===== src/core/mfs_cfg.svh =====
// Address map, field positions, reset values and timing of the status bank
`ifndef MFS_CFG_SVH
`define MFS_CFG_SVH
// ----------------------------------------------------------------------
// Register addresses
// ----------------------------------------------------------------------
`define MFS_ADDR_FAULT       5'h00
`define MFS_ADDR_DIAG1       5'h01
`define MFS_ADDR_DIAG2       5'h02
`define MFS_ADDR_CTRL_FIRST  5'h03
`define MFS_ADDR_CONTROL_FOUR       5'h06
`define MFS_ADDR_CTRL_LAST   5'h09
`define MFS_CTRL_COUNT       7
// ----------------------------------------------------------------------
// Fields
// ----------------------------------------------------------------------
`define MFS_CLR_BIT          7
`define MFS_CLR_MASK         8'h7f
`define MFS_STATUS_RESET     8'h00
`define MFS_CTRL_RESET       8'h00
`define MFS_CONTROL_TWO_RESET      8'h0f
// ----------------------------------------------------------------------
// Serial frame
// ----------------------------------------------------------------------
`define MFS_FRAME_BITS       6'h10
`define MFS_ADDR_READY_BITS  6'h08
`define MFS_CNT_MAX          6'h3f
`define MFS_READ_BIT         14
`define MFS_ADDR_HI          13
`define MFS_ADDR_LO          9
// ----------------------------------------------------------------------
// Synchronisers and timing
// ----------------------------------------------------------------------
`define MFS_NCOND            17
`define MFS_NSYNC            22
`define MFS_SYNC_RESET       22'h320000
`define MFS_CLK_PERIOD_NS    5
`define MFS_IDLE_TIMEOUT_NS  10000
`define MFS_IDLE_CYCLES \
   ((`MFS_IDLE_TIMEOUT_NS + `MFS_CLK_PERIOD_NS - 1) / `MFS_CLK_PERIOD_NS)
`define MFS_IDLE_W           12
`endif


===== src/core/mfs_pkg.sv =====
// Types shared by the fault status bank
package mfs_pkg;
`include "mfs_cfg.svh"
   typedef logic [7:0]            mfs_byte_t;
   typedef logic [15:0]           mfs_frame_t;
   typedef logic [4:0]            mfs_addr_t;
   typedef logic [`MFS_NCOND-1:0] mfs_cond_t;
   typedef enum {MFS_IDLE, MFS_ACTIVE} mfs_state_t;
endpackage


===== src/core/mfs_spi_if.sv =====
// Carrier between the serial shifter and the register bank
`timescale 1ns/10ps
interface mfs_spi_if;
   import mfs_pkg::*;
   logic       frame_done;
   mfs_frame_t frame;
   logic       proto_err;
   mfs_addr_t  addr;
   mfs_byte_t  rdata;
   mfs_byte_t  status;
   modport shifter (output frame_done, frame, proto_err, addr,
                    input rdata, status);
   modport regs    (input frame_done, frame, proto_err, addr,
                    output rdata, status);
endinterface


===== src/core/mfs_spi_shifter.sv =====
// Serial frame shifter with protocol error detection
`timescale 1ns/10ps
`include "mfs_cfg.svh"
module mfs_spi_shifter
   import mfs_pkg::*;
(
   // Clock and reset
   input  wire logic clock,
   input  wire logic arst_n,
   // Synchronised pins
   input  wire logic cs_n_s,
   input  wire logic sclk_s,
   input  wire logic sdi_s,
   output logic      sdo,
   // Register side
   mfs_spi_if.shifter lnk
);
   import mfs_pkg::*;
   localparam int IDLE_LAST = `MFS_IDLE_CYCLES - 1;

   mfs_state_t          state;
   logic                sclk_d;
   logic                cs_d;
   logic [5:0]          bit_cnt;
   logic [`MFS_IDLE_W-1:0] idle_cnt;
   mfs_frame_t          rx;
   mfs_frame_t          tx;
   logic                load_pend;
   logic                rise;
   logic                fall;
   logic                cs_start;
   logic                cs_end;
   logic                idle_hit;

   assign rise     = sclk_s & ~sclk_d;
   assign fall     = ~sclk_s & sclk_d;
   assign cs_start = cs_d & ~cs_n_s;
   assign cs_end   = ~cs_d & cs_n_s;
   assign idle_hit = (state == MFS_ACTIVE) && (bit_cnt == 6'h00)
                     && (idle_cnt == `MFS_IDLE_W'(IDLE_LAST)) && !rise;
   assign lnk.addr = rx[5:1];
   assign sdo      = tx[15];

   always_ff @(posedge clock or negedge arst_n)
   begin
      if (!arst_n)
      begin
         sclk_d <= 1'b0;
         cs_d   <= 1'b1;
      end
      else
      begin
         sclk_d <= sclk_s;
         cs_d   <= cs_n_s;
      end
   end

   always_ff @(posedge clock or negedge arst_n)
   begin
      if (!arst_n)
         state <= MFS_IDLE;
      else
         case (state)
            MFS_IDLE:   if (cs_start) state <= MFS_ACTIVE;
            MFS_ACTIVE: if (cs_end) state <= MFS_IDLE;
            default:    state <= MFS_IDLE;
         endcase
   end

   // Counts past sixteen so overlong frames stay visible
   always_ff @(posedge clock or negedge arst_n)
   begin
      if (!arst_n)
      begin
         bit_cnt  <= 6'h00;
         idle_cnt <= '0;
         rx       <= '0;
      end
      else if (cs_start)
      begin
         bit_cnt  <= 6'h00;
         idle_cnt <= '0;
      end
      else if (state == MFS_ACTIVE)
      begin
         if (rise)
         begin
            rx <= {rx[14:0], sdi_s};
            if (bit_cnt != `MFS_CNT_MAX)
               bit_cnt <= bit_cnt + 6'h01;
         end
         if (bit_cnt == 6'h00 && idle_cnt != `MFS_IDLE_W'(IDLE_LAST) + 1'b1)
            idle_cnt <= idle_cnt + 1'b1;
      end
   end

   // Reply: status byte, then the addressed register
   always_ff @(posedge clock or negedge arst_n)
   begin
      if (!arst_n)
      begin
         tx        <= '0;
         load_pend <= 1'b0;
      end
      else
      begin
         load_pend <= rise && (state == MFS_ACTIVE)
                      && (bit_cnt == `MFS_ADDR_READY_BITS - 6'h01);
         if (cs_start)
            tx <= {lnk.status, 8'h00};
         else if (load_pend)
            tx <= {tx[15], lnk.rdata, 7'h00};
         else if (fall && state == MFS_ACTIVE)
            tx <= {tx[14:0], 1'b0};
      end
   end

   always_ff @(posedge clock or negedge arst_n)
   begin
      if (!arst_n)
      begin
         lnk.frame_done <= 1'b0;
         lnk.proto_err  <= 1'b0;
         lnk.frame      <= '0;
      end
      else
      begin
         lnk.frame_done <= cs_end && (state == MFS_ACTIVE)
                           && (bit_cnt == `MFS_FRAME_BITS);
         lnk.proto_err  <= idle_hit || (cs_end && (state == MFS_ACTIVE)
                           && (bit_cnt > `MFS_FRAME_BITS));
         if (cs_end)
            lnk.frame <= rx;
      end
   end
endmodule


===== src/core/mfs_status_regs.sv =====
// Fault and diagnostic status bank with serial register access
// Function
// - fault bit is inverse of fault pin
// - overlong frame or idle select flags error
// - protocol error drives fault pin low
// - error clears on clear command once gone
// - undervoltage flags at bits five, four
// - overcurrent, stall, open load summary bits
// - temperature bit ORs three thermal flags
// - per transistor overcurrent detail register
// - learn done bit four, stall three
// - open load per bridge, bits one, zero
// - seven control registers at three to nine
`timescale 1ns/10ps
`include "mfs_cfg.svh"
module mfs_status_regs
   import mfs_pkg::*;
(
   // Clock and reset
   input  wire logic       clock,
   input  wire logic       arst_n,
   // Serial port
   input  wire logic       chip_select_n,
   input  wire logic       serial_clk,
   input  wire logic       serial_in,
   output logic            serial_out,
   output logic            serial_out_oe,
   // Sleep pin, low pulse clears faults
   input  wire logic       sleep_in_n,
   // Open-drain fault pin
   input  wire logic       fault_out_n_i,
   output logic            fault_out_n_o,
   output logic            fault_out_n_oe,
   // Fault conditions from the power stage
   input  wire logic       supply_undervolt_flag,
   input  wire logic       pump_undervolt_flag,
   input  wire logic       stall_summary_flag,
   input  wire logic       stall_learn_done,
   input  wire logic       under_temp_warning,
   input  wire logic       over_temp_warning,
   input  wire logic       over_temp_shutdown,
   input  wire logic       open_load_bridge_a,
   input  wire logic       open_load_bridge_b,
   input  wire logic       oc_low2_bridge_b,
   input  wire logic       oc_high2_bridge_b,
   input  wire logic       oc_low1_bridge_b,
   input  wire logic       oc_high1_bridge_b,
   input  wire logic       oc_low2_bridge_a,
   input  wire logic       oc_high2_bridge_a,
   input  wire logic       oc_low1_bridge_a,
   input  wire logic       oc_high1_bridge_a,
   // Control register contents
   output mfs_pkg::mfs_byte_t control_one,
   output mfs_pkg::mfs_byte_t control_two,
   output mfs_pkg::mfs_byte_t control_three,
   output mfs_pkg::mfs_byte_t control_four,
   output mfs_pkg::mfs_byte_t control_five,
   output mfs_pkg::mfs_byte_t stall_threshold_ctl,
   output mfs_pkg::mfs_byte_t torque_count_ctl
);
   import mfs_pkg::*;

   // ----------------------------------------------------------------------
   // Declarations
   // ----------------------------------------------------------------------
   mfs_spi_if lnk ();

   logic [`MFS_NSYNC-1:0] sync_raw;
   logic [`MFS_NSYNC-1:0] sync1;
   logic [`MFS_NSYNC-1:0] sync2;
   localparam logic [`MFS_NSYNC-1:0] SYNC_RST = `MFS_SYNC_RESET;

   mfs_cond_t  cond_raw;
   mfs_cond_t  cond_s;
   mfs_cond_t  latched;
   logic       pin_s, sleep_s, sleep_d;
   logic       sdi_s, sclk_s, cs_s;

   logic [7:0] oc_lat;
   logic       ola_lat, olb_lat, ots_lat, otw_lat, utw_lat;
   logic       lrn_lat, stl_lat, pump_undervolt_flag_lat, supply_undervolt_flag_lat;

   logic       spi_err;
   logic       clr_cmd;
   logic       fault_drive;
   logic       wr_ctrl;
   logic       rd_frame;
   mfs_addr_t  wr_addr;
   mfs_byte_t  wr_data;
   logic [2:0] ctrl_idx;
   mfs_byte_t  ctrl [`MFS_CTRL_COUNT];

   mfs_byte_t  fault_summary;
   mfs_byte_t  overcurrent_detail;
   mfs_byte_t  thermal_stall_openload_detail;
   mfs_byte_t  next_rdata;

   // ----------------------------------------------------------------------
   // Pin synchronisers
   // ----------------------------------------------------------------------
   assign cond_raw = {oc_low2_bridge_b, oc_high2_bridge_b,
                      oc_low1_bridge_b, oc_high1_bridge_b,
                      oc_low2_bridge_a, oc_high2_bridge_a,
                      oc_low1_bridge_a, oc_high1_bridge_a,
                      open_load_bridge_b, open_load_bridge_a,
                      over_temp_shutdown, over_temp_warning,
                      under_temp_warning, stall_learn_done,
                      stall_summary_flag, pump_undervolt_flag,
                      supply_undervolt_flag};
   assign sync_raw = {fault_out_n_i, sleep_in_n, serial_in, serial_clk,
                      chip_select_n, cond_raw};
   assign {pin_s, sleep_s, sdi_s, sclk_s, cs_s, cond_s} = sync2;

   // Idle levels at reset keep pins from faking edges
   genvar gs;
   generate
      for (gs = 0; gs < `MFS_NSYNC; gs++)
      begin : g_sync
         always_ff @(posedge clock or negedge arst_n)
         begin
            if (!arst_n)
            begin
               sync1[gs] <= SYNC_RST[gs];
               sync2[gs] <= SYNC_RST[gs];
            end
            else
            begin
               sync1[gs] <= sync_raw[gs];
               sync2[gs] <= sync1[gs];
            end
         end
      end
   endgenerate

   // ----------------------------------------------------------------------
   // Serial shifter
   // ----------------------------------------------------------------------
   mfs_spi_shifter u_shifter (
      .clock  (clock),
      .arst_n (arst_n),
      .cs_n_s (cs_s),
      .sclk_s (sclk_s),
      .sdi_s  (sdi_s),
      .sdo    (serial_out),
      .lnk    (lnk.shifter)
   );

   assign serial_out_oe = ~cs_s;

   // ----------------------------------------------------------------------
   // Frame decode
   // ----------------------------------------------------------------------
   assign rd_frame = lnk.frame[`MFS_READ_BIT];
   assign wr_addr  = lnk.frame[`MFS_ADDR_HI:`MFS_ADDR_LO];
   assign wr_data  = lnk.frame[7:0];
   // status addresses never decode as writes
   assign wr_ctrl  = lnk.frame_done && !rd_frame
                     && wr_addr >= `MFS_ADDR_CTRL_FIRST
                     && wr_addr <= `MFS_ADDR_CTRL_LAST;
   assign ctrl_idx = 3'(wr_addr - `MFS_ADDR_CTRL_FIRST);

   // ----------------------------------------------------------------------
   // Control registers
   // ----------------------------------------------------------------------
   // one register per address
   always_ff @(posedge clock or negedge arst_n)
   begin
      if (!arst_n)
      begin
         for (int i = 0; i < `MFS_CTRL_COUNT; i++)
            ctrl[i] <= `MFS_CTRL_RESET;
         ctrl[1] <= `MFS_CONTROL_TWO_RESET;
      end
      else if (wr_ctrl)
      begin
         // Clear bit is a command, never stored
         if (wr_addr == `MFS_ADDR_CONTROL_FOUR)
            ctrl[ctrl_idx] <= wr_data & `MFS_CLR_MASK;
         else
            ctrl[ctrl_idx] <= wr_data;
      end
   end

   assign {control_one, control_two, control_three, control_four,
           control_five, stall_threshold_ctl, torque_count_ctl} =
          {ctrl[0], ctrl[1], ctrl[2], ctrl[3], ctrl[4], ctrl[5], ctrl[6]};

   // ----------------------------------------------------------------------
   // Clear command
   // ----------------------------------------------------------------------
   always_ff @(posedge clock or negedge arst_n)
   begin
      if (!arst_n)
         sleep_d <= 1'b1;
      else
         sleep_d <= sleep_s;
   end

   // clear bit write or sleep pulse end
   always_ff @(posedge clock or negedge arst_n)
   begin
      if (!arst_n)
         clr_cmd <= 1'b0;
      else
         clr_cmd <= (wr_ctrl && wr_addr == `MFS_ADDR_CONTROL_FOUR
                     && wr_data[`MFS_CLR_BIT]) || (sleep_s && !sleep_d);
   end

   // ----------------------------------------------------------------------
   // Latched fault flags
   // ----------------------------------------------------------------------
   // A flag set in the clear cycle survives; conditions still present
   // simply hold their flag through the clear.
   genvar gc;
   generate
      for (gc = 0; gc < `MFS_NCOND; gc++)
      begin : g_latch
         always_ff @(posedge clock or negedge arst_n)
         begin
            if (!arst_n)
               latched[gc] <= 1'b0;
            else if (cond_s[gc])
               latched[gc] <= 1'b1;
            else if (clr_cmd)
               latched[gc] <= 1'b0;
         end
      end
   endgenerate

   assign {oc_lat, olb_lat, ola_lat, ots_lat, otw_lat, utw_lat, lrn_lat,
           stl_lat, pump_undervolt_flag_lat, supply_undervolt_flag_lat} = latched;

   always_ff @(posedge clock or negedge arst_n)
   begin
      if (!arst_n)
         spi_err <= 1'b0;
      else if (lnk.proto_err)
         spi_err <= 1'b1;
      else if (clr_cmd)
         spi_err <= 1'b0;
   end

   // ----------------------------------------------------------------------
   // Fault pin
   // ----------------------------------------------------------------------
   // pull fault pin low on error
   always_ff @(posedge clock or negedge arst_n)
   begin
      if (!arst_n)
         fault_drive <= 1'b0;
      else
         fault_drive <= spi_err || supply_undervolt_flag_lat || pump_undervolt_flag_lat || (|oc_lat)
                        || stl_lat || ots_lat || ola_lat || olb_lat;
   end

   assign fault_out_n_o  = 1'b0;
   assign fault_out_n_oe = fault_drive;

   // ----------------------------------------------------------------------
   // Status registers
   // ----------------------------------------------------------------------
   // summary bit reads the pin itself
   assign fault_summary = {~pin_s, spi_err, supply_undervolt_flag_lat, pump_undervolt_flag_lat, |oc_lat,
                           stl_lat, utw_lat | otw_lat | ots_lat,
                           ola_lat | olb_lat};
   assign overcurrent_detail = oc_lat;
   assign thermal_stall_openload_detail = {utw_lat, otw_lat, ots_lat,
                                           lrn_lat, stl_lat, 1'b0,
                                           olb_lat, ola_lat};

   // Unlisted addresses read zero
   always_comb
   begin
      next_rdata = `MFS_STATUS_RESET;
      case (lnk.addr)
         `MFS_ADDR_FAULT: next_rdata = fault_summary;
         `MFS_ADDR_DIAG1: next_rdata = overcurrent_detail;
         `MFS_ADDR_DIAG2: next_rdata = thermal_stall_openload_detail;
         default:
            if (lnk.addr >= `MFS_ADDR_CTRL_FIRST
                && lnk.addr <= `MFS_ADDR_CTRL_LAST)
               next_rdata = ctrl[3'(lnk.addr - `MFS_ADDR_CTRL_FIRST)];
      endcase
   end

   assign lnk.rdata  = next_rdata;
   assign lnk.status = fault_summary;
endmodule


===== config.mk =====
export PLATFORM = sky130hd
export DESIGN_NAME = mfs_status_regs
export DESIGN_NICKNAME = d
export VERILOG_FILES = /design/src/core/mfs_pkg.sv /design/src/core/mfs_spi_if.sv /design/src/core/mfs_spi_shifter.sv /design/src/core/mfs_status_regs.sv
export VERILOG_INCLUDE_DIRS = /design/src /design/src/core
export SDC_FILE = /design/constraint.sdc
export NUM_CORES = 1
export LEC_CHECK = 0
export BUFFER_PORTS_ARGS = -buffer_cell sky130_fd_sc_hd__buf_2
export CORE_AREA = 5 5 125 127
export CTS_BUF_LIST = sky130_fd_sc_hd__clkbuf_16
export CTS_CLUSTER_DIAMETER = 40
export CTS_CLUSTER_SIZE = 28
export DETAILED_ROUTE_END_ITERATION = 6
export DIE_AREA = 0 0 130 132
export PLACE_DENSITY = 0.73
export SLEW_MARGIN = 20
export SYNTH_ARGS = -nofsm -noshare
export SYNTH_HDL_FRONTEND = slang
export SYNTH_SLANG_ARGS = --single-unit

===== constraint.sdc =====
create_clock -name clock -period 8.7 [get_ports clock]
set_input_delay 1.74 -clock clock [delete_from_list [all_inputs] [get_ports clock]]
set_output_delay 1.74 -clock clock [all_outputs]
set_load 0.05 [all_outputs]

== Yosys cells after proc, flatten, opt, wreduce, memory -nomap -nowiden ==
Cells that the tools add are included.
Word-level totals
  output and inout port bits: 60
  register bits: 222
  word-level logic and storage cells: 229
  bits of input ports: 24
Cells by class
  reduce and logical (&&, ||, !) cells: 63
  order comparisons: 8
  eq/ne operators: 13
  mux-type cells: 42
  bitwise logic cells: 15
  add/subtract/negate cells: 4
Operators with widths (number)
  56-bit bitwise mux: 2
  32-bit 2-to-1 mux: 2
  32-bit case mux with 2 select lines: 1
  56-bit 2-to-1 mux: 1
  16-bit 2-to-1 mux: 3
  2-bit nonzero test: 23
  12-bit 2-to-1 mux: 3
  32-bit by 1-bit == test with 1-bit output, second input constant: 1
  32-bit by 2-bit == test with 1-bit output, second input constant: 1
  32-bit logical NOT: 1
  8-bit 2-to-1 mux: 4
  8-bit binary-select mux with 3-bit select: 1
  8-bit demux with 3-bit select: 1
  6-bit 2-to-1 mux: 4
  8-bit case mux with 3 select lines: 1
  1-bit 2-to-1 mux: 19
  1-bit logical AND: 18
  12-bit by 1-bit adder with 12-bit output, second input constant: 1
  12-bit by 11-bit == test with 1-bit output, second input constant: 1
  12-bit by 11-bit != test with 1-bit output, second input constant: 1
  5-bit by 2-bit greater-or-equal comparator with 1-bit output, second input constant: 2
  5-bit by 4-bit less-or-equal comparator with 1-bit output, second input constant: 2
  1-bit logical OR: 9
  4-bit greater-or-equal comparator, second input constant: 2
  other kinds (23): 41

== Logic depth before layout (Yosys ltp) ==
  depth in word-level cells: 9
  mapped depth: 11
  mapped depth without buffers: 7

== Modules after synthesis ==
Synthesis repeated with hierarchy kept, for this count alone.
Unflattened totals
  cells, all modules: 613
  area total of the unflattened synthesis: 7913.8 um2
Modules (own cells, without submodules)
  mfs_status_regs: times used 1, area an instance 4941.0 um2, seq. area each 3041.7 um2, cells an instance 316
  mfs_spi_shifter: times used 1, area an instance 2972.9 um2, seq. area each 1627.8 um2, cells an instance 297

== Worst setup path after synthesis ==
Ideal clock, no wire load.
  kind: register to register
  start point: register u_shifter.rx[1]
  end point: register u_shifter.tx[14]
  clock period less this slack: 2.706 ns
  data required time: 8.579 ns
  library setup time: 0.121 ns
  path slack: 5.994 ns
  path buffers: 4
  arrival: 2.585 ns
  stages on the path, launching flop included: 11
  cell sequence: dfrtp_1 buf_2 buf_2 inv_1 ha_1 buf_2 clkbuf_1 mux4_2 mux2i_1 o221ai_1 a22o_1
On the way
  cells in the longest elaborated chain, start to end: 9
  elaborated cells between the ends (all ways): 15
  those cells by class: 1 x add/sub; 2 x order compare; 2 x eq/ne; 7 x mux; 1 x bitwise; 2 x reduce/logical
RTL lines
  start: declaration: RTL line mfs_spi_shifter.sv:26  | mfs_frame_t rx;
  start signal: assignment: RTL line mfs_spi_shifter.sv:88  | rx <= {rx[14:0], sdi_s};
  3-bit by 2-bit subtractor with 3-bit output (no source line)
  3-bit NOT with 4-bit output: RTL line mfs_status_regs.sv:282  | next_rdata = ctrl[3'(lnk.addr - `MFS_ADDR_CTRL_FIRST)];
  8-bit binary-select mux with 3-bit select: RTL line mfs_status_regs.sv:282
  8-bit 2-to-1 mux (2 in a row): RTL line mfs_status_regs.sv:282
  8-bit 2-to-1 mux: RTL line mfs_status_regs.sv:280  | if (lnk.addr >= `MFS_ADDR_CTRL_FIRST
  8-bit case mux with 3 select lines *: RTL line mfs_status_regs.sv:275  | case (lnk.addr)
  16-bit 2-to-1 mux *: RTL line mfs_spi_shifter.sv:111  | else if (load_pend)
  16-bit 2-to-1 mux *: RTL line mfs_spi_shifter.sv:109  | if (cs_start)
  end signal: assignment: RTL line mfs_spi_shifter.sv:110  | tx <= {lnk.status, 8'h00};
  end signal: assignment: RTL line mfs_spi_shifter.sv:112  | tx <= {tx[15], lnk.rdata, 7'h00};
  end signal: assignment: RTL line mfs_spi_shifter.sv:114  | tx <= {tx[14:0], 1'b0};
  end: declaration: RTL line mfs_spi_shifter.sv:27  | mfs_frame_t tx;
Every way passes the cells marked *; elsewhere a longest branch is shown, timed or not. The select of a mux whose other input is x is not followed.
A chain may end at the register's enable or synchronous reset.

== Worst setup path in the final report ==
Same ends and word-level chain as after synthesis.

==> results.py <==
metrics = {
    "outcome": {
        "status": "complete, no violations",
    },
    "logic_synthesis": {
        "postSynthAreaPerCell_um2": 13.45,
        "synth-main-ff-cell": "dfrtp_1",
        "syn_nets": 600,
        "syn_area_mm2": 0.007600,
        "async_flop_share": 1.000,
        "synth_top_area_cell": "dfrtp_1",
        "ys_seq_area_frac": 0.6045,
        "synth-edff-count": 0,
        "synth.ff_latch_count": 183,
        "ys_warn_count": 0,
        "post_synth_num_cell_types": 60,
        "syn_inst": 565,
        "synth_top_cell_area_share": 0.5631,
        "synthTopCellsByArea": "dfrtp_1, mux2_2, dfstp_2",
    },
    "sta": {
        "max-slew-margin-rel": 0.2663,
        "tightest_slew_ps": 1097,
        "slew_violations": 0,
        "fin_crit_sh": 0.3995,
        "clock_skew_ps": 8.026,
        "rsz0062_at_grt": "no",
        "setup_viol": 0,
        "finalCriticalPeriod_ps": 3476,
        "fmax_mhz": 287.7,
        "hold_viol": 0,
        "tns_ps": 0,
        "hold_slack_ps": 345.2,
    },
    "clock_network": {
        "cts_resized": 0,
        "clkTransAtPathRegs_ps": 70,
        "cts-root-buf": "clkbuf_16",
        "h-tree-depth": 4,
        "cts_tree": "yes",
        "cts_buffer_depth": 2,
        "post_cts_buffers": 0,
        "clk_latency_ps": 430,
        "hold_buffers": 0,
        "cts.sink_count": 183,
        "numCtsBuffers": 17,
    },
    "worst_setup_path": {
        "crit_path_start_kind": "register",
        "arrival_ps": 3790,
        "cp-end-kind": "register",
        "path_class": "reg -> reg",
        "cp_max_fo": 19,
        "crit_required_ps": 9010,
    },
    "pwr": {
        "ir_worst_vdd_mv": 0.1450,
        "leakagePower_uw": 0.004132,
        "power.density_mw_per_mm2": 232.9,
    },
    "global_routing": {
        "grt_max_degree": 102,
        "grt_pass1_wl_um": 27300,
        "antenna_found_initial": 0,
        "grt_pass1_vias": 5135,
        "grt_overflow": 0,
        "gr-usage-all-layers": 0.2038,
    },
    "hold_path": {
        "min_path_type": "reg -> reg",
    },
    "floorplanning": {
        "ioPinCount": 84,
        "core_area_mm2": 0.01431,
        "initial_core_util": 0.5309,
        "dieWidth_um": 130,
        "dieHeight_um": 132,
        "rows": 44,
        "dieArea_mm2": 0.01716,
    },
    "drt": {
        "wl_per_cell_um": 19.38,
        "drc": 0,
        "first_iter_violations": 478,
        "drt_pass1_iterations": 6,
        "postRouteAntennaNets": 0,
        "drt-total-wl_um": 16400,
        "vias": 4909,
        "post_drt_via_cell_ratio": 5.803,
    },
    "finish": {
        "nets": 684,
        "nFillCells": 1128,
        "antennaDiodeCount": 0,
        "syn_to_final_growth_pct": 15.56,
        "final_layout_size_suffix_gt1_frac": 0.3505,
    },
    "placed_design": {
        "gp_congestion": 0.9203,
        "port_buffers": 82,
        "dp_hpwl_um": 11190,
    },
    "job": {
        "maxCapViolations": 0,
    },
}
[per-layer routing]
layer  GRT usage  vias to the layer above  wire length (um)
met5           0                        -                 0
met4     0.07333                        0               286
met3     0.05267                       29               824
met2      0.3143                      155              8192
met1      0.2806                     2511              7091
li1            -                     2214                 -
[metrics by stage]
stage | worst slack, ps | utilization | total power (uW) | cells | instance area (um^2)
after floorplan | 5994 | - | 1171 | 565 | 7600
after global placement | 5292 | 0.5709 | 1254 | 814 | 8172
after detailed placement | 5199 | 0.5709 | 1270 | 814 | 8172
after CTS | 5216 | 0.6133 | 2059 | 846 | 8778
after global routing | 4954 | 0.6135 | 2130 | 846 | 8782
final | 5224 | 0.6135 | 2045 | 846 | 8782
[where the power goes]
| part | switching [uW] | internal [uW] | total [uW] |
|---|---|---|---|
| clock | 349 | 436 | 784 |
| combinational | 164 | 107 | 272 |
| sequential | 84.0 | 905 | 989 |
[layout make-up]
class                   count  area, um^2  share of cell area
well taps                 184       230.2             0.02621
multi-input cells         345        2844              0.3238
repair buffers             85       442.9             0.05043
inverters                  17       63.81            0.007266
clock buffers              17       425.4             0.04844
flip-flops and latches    183        4594              0.5232
clock inverters            15       181.4             0.02066
[critical path, cell delays in order, from the launching register on]
cell	delay, ps
dfrtp_1	920
inv_1	360
ha_1	960
nor2_1	350
o2bb2ai_1	220
mux2i_1	180
o221ai_1	130
a22o_1	230
[placed cells by master, fill, tap and decap left out, types with 3 or more instances in the layout]
master / netlist / layout
inv_8: 0 / 4
nor4b_1: 6 / 6
ha_1: 11 / 11
dfrtp_1: 171 / 171
nand3_1: 12 / 12
clkbuf_16: 0 / 17
clkinv_4: 0 / 3
nor2_2: 2 / 3
nor2_1: 38 / 37
a22o_1: 5 / 5
inv_1: 16 / 16
mux2_2: 85 / 85
xor2_1: 7 / 7
a211o_1: 3 / 3
dfstp_2: 12 / 12
mux4_2: 8 / 8
a21o_1: 18 / 18
xnor2_1: 9 / 9
nand2b_1: 3 / 3
or3_1: 3 / 3
inv_6: 0 / 4
nand4_1: 5 / 5
and3_1: 3 / 3
nand2_1: 29 / 29
a221oi_1: 7 / 7
a22oi_1: 4 / 4
mux2i_1: 10 / 10
o2bb2ai_1: 5 / 5
buf_2: 8 / 81
a21oi_1: 13 / 13
nor4_1: 3 / 3
nor3_1: 7 / 7
o21ai_0: 11 / 11
o211ai_1: 4 / 4
[path summary, 6_finish.rpt]
path	slack, ps	cells past startpoint	startpoint	endpoint
max	5220	7	u_shifter.rx[1]	u_shifter.tx[14]
min in group asynchronous	1410	1	arst_n	u_shifter.lnk.frame[12]
max reg2reg	5220	7	u_shifter.rx[1]	u_shifter.tx[14]
min	350	0	sync1[15]	cond_s[15]
max in group asynchronous	6090	2	arst_n	u_shifter.lnk.proto_err
min reg2reg	350	0	sync1[15]	cond_s[15]
[cell families (layout without fill, tap and decap cells)]
| kind of cell | after synthesis | in the layout | synth area share |
|---|---|---|---|
| buf+inv | 37 | 134 | 0.02157 |
| mux | 104 | 104 | 0.1643 |
| other cells | 1 | 1 | 0.0004934 |
| flops | 183 | 183 | 0.6045 |
| simple gates | 125 | 125 | 0.08429 |
| compound gates | 87 | 87 | 0.08693 |
| fa+ha+maj | 12 | 12 | 0.01943 |
| xor+xnor | 16 | 16 | 0.01844 |
[synth_stat cells (2+ instances only)]
cell,n
clkbuf_1,8
o2bb2ai_1,5
or3_1,3
buf_4,2
a21o_1,18
nor4_1,3
xor2_1,7
inv_1,16
and2_1,2
mux2_2,85
a22o_1,5
nand2b_1,3
ha_1,11
buf_2,8
o31ai_1,2
nor3b_1,2
nor4b_1,6
nor2_2,2
mux4_2,8
a31oi_1,2
a221oi_1,7
dfrtp_1,171
o22ai_1,2
o21ai_0,11
nand3b_1,2
a22oi_1,4
nand3_1,12
o32ai_1,2
nor3_1,7
nand4_1,5
a211o_1,3
mux2i_1,10
xnor2_1,9
nor2_1,38
or4_1,2
a21oi_1,13
nand2_1,29
and3_1,3
o211ai_1,4
nor2b_1,2
dfstp_2,12
No activity file was read; power rests on OpenSTA's default activity.
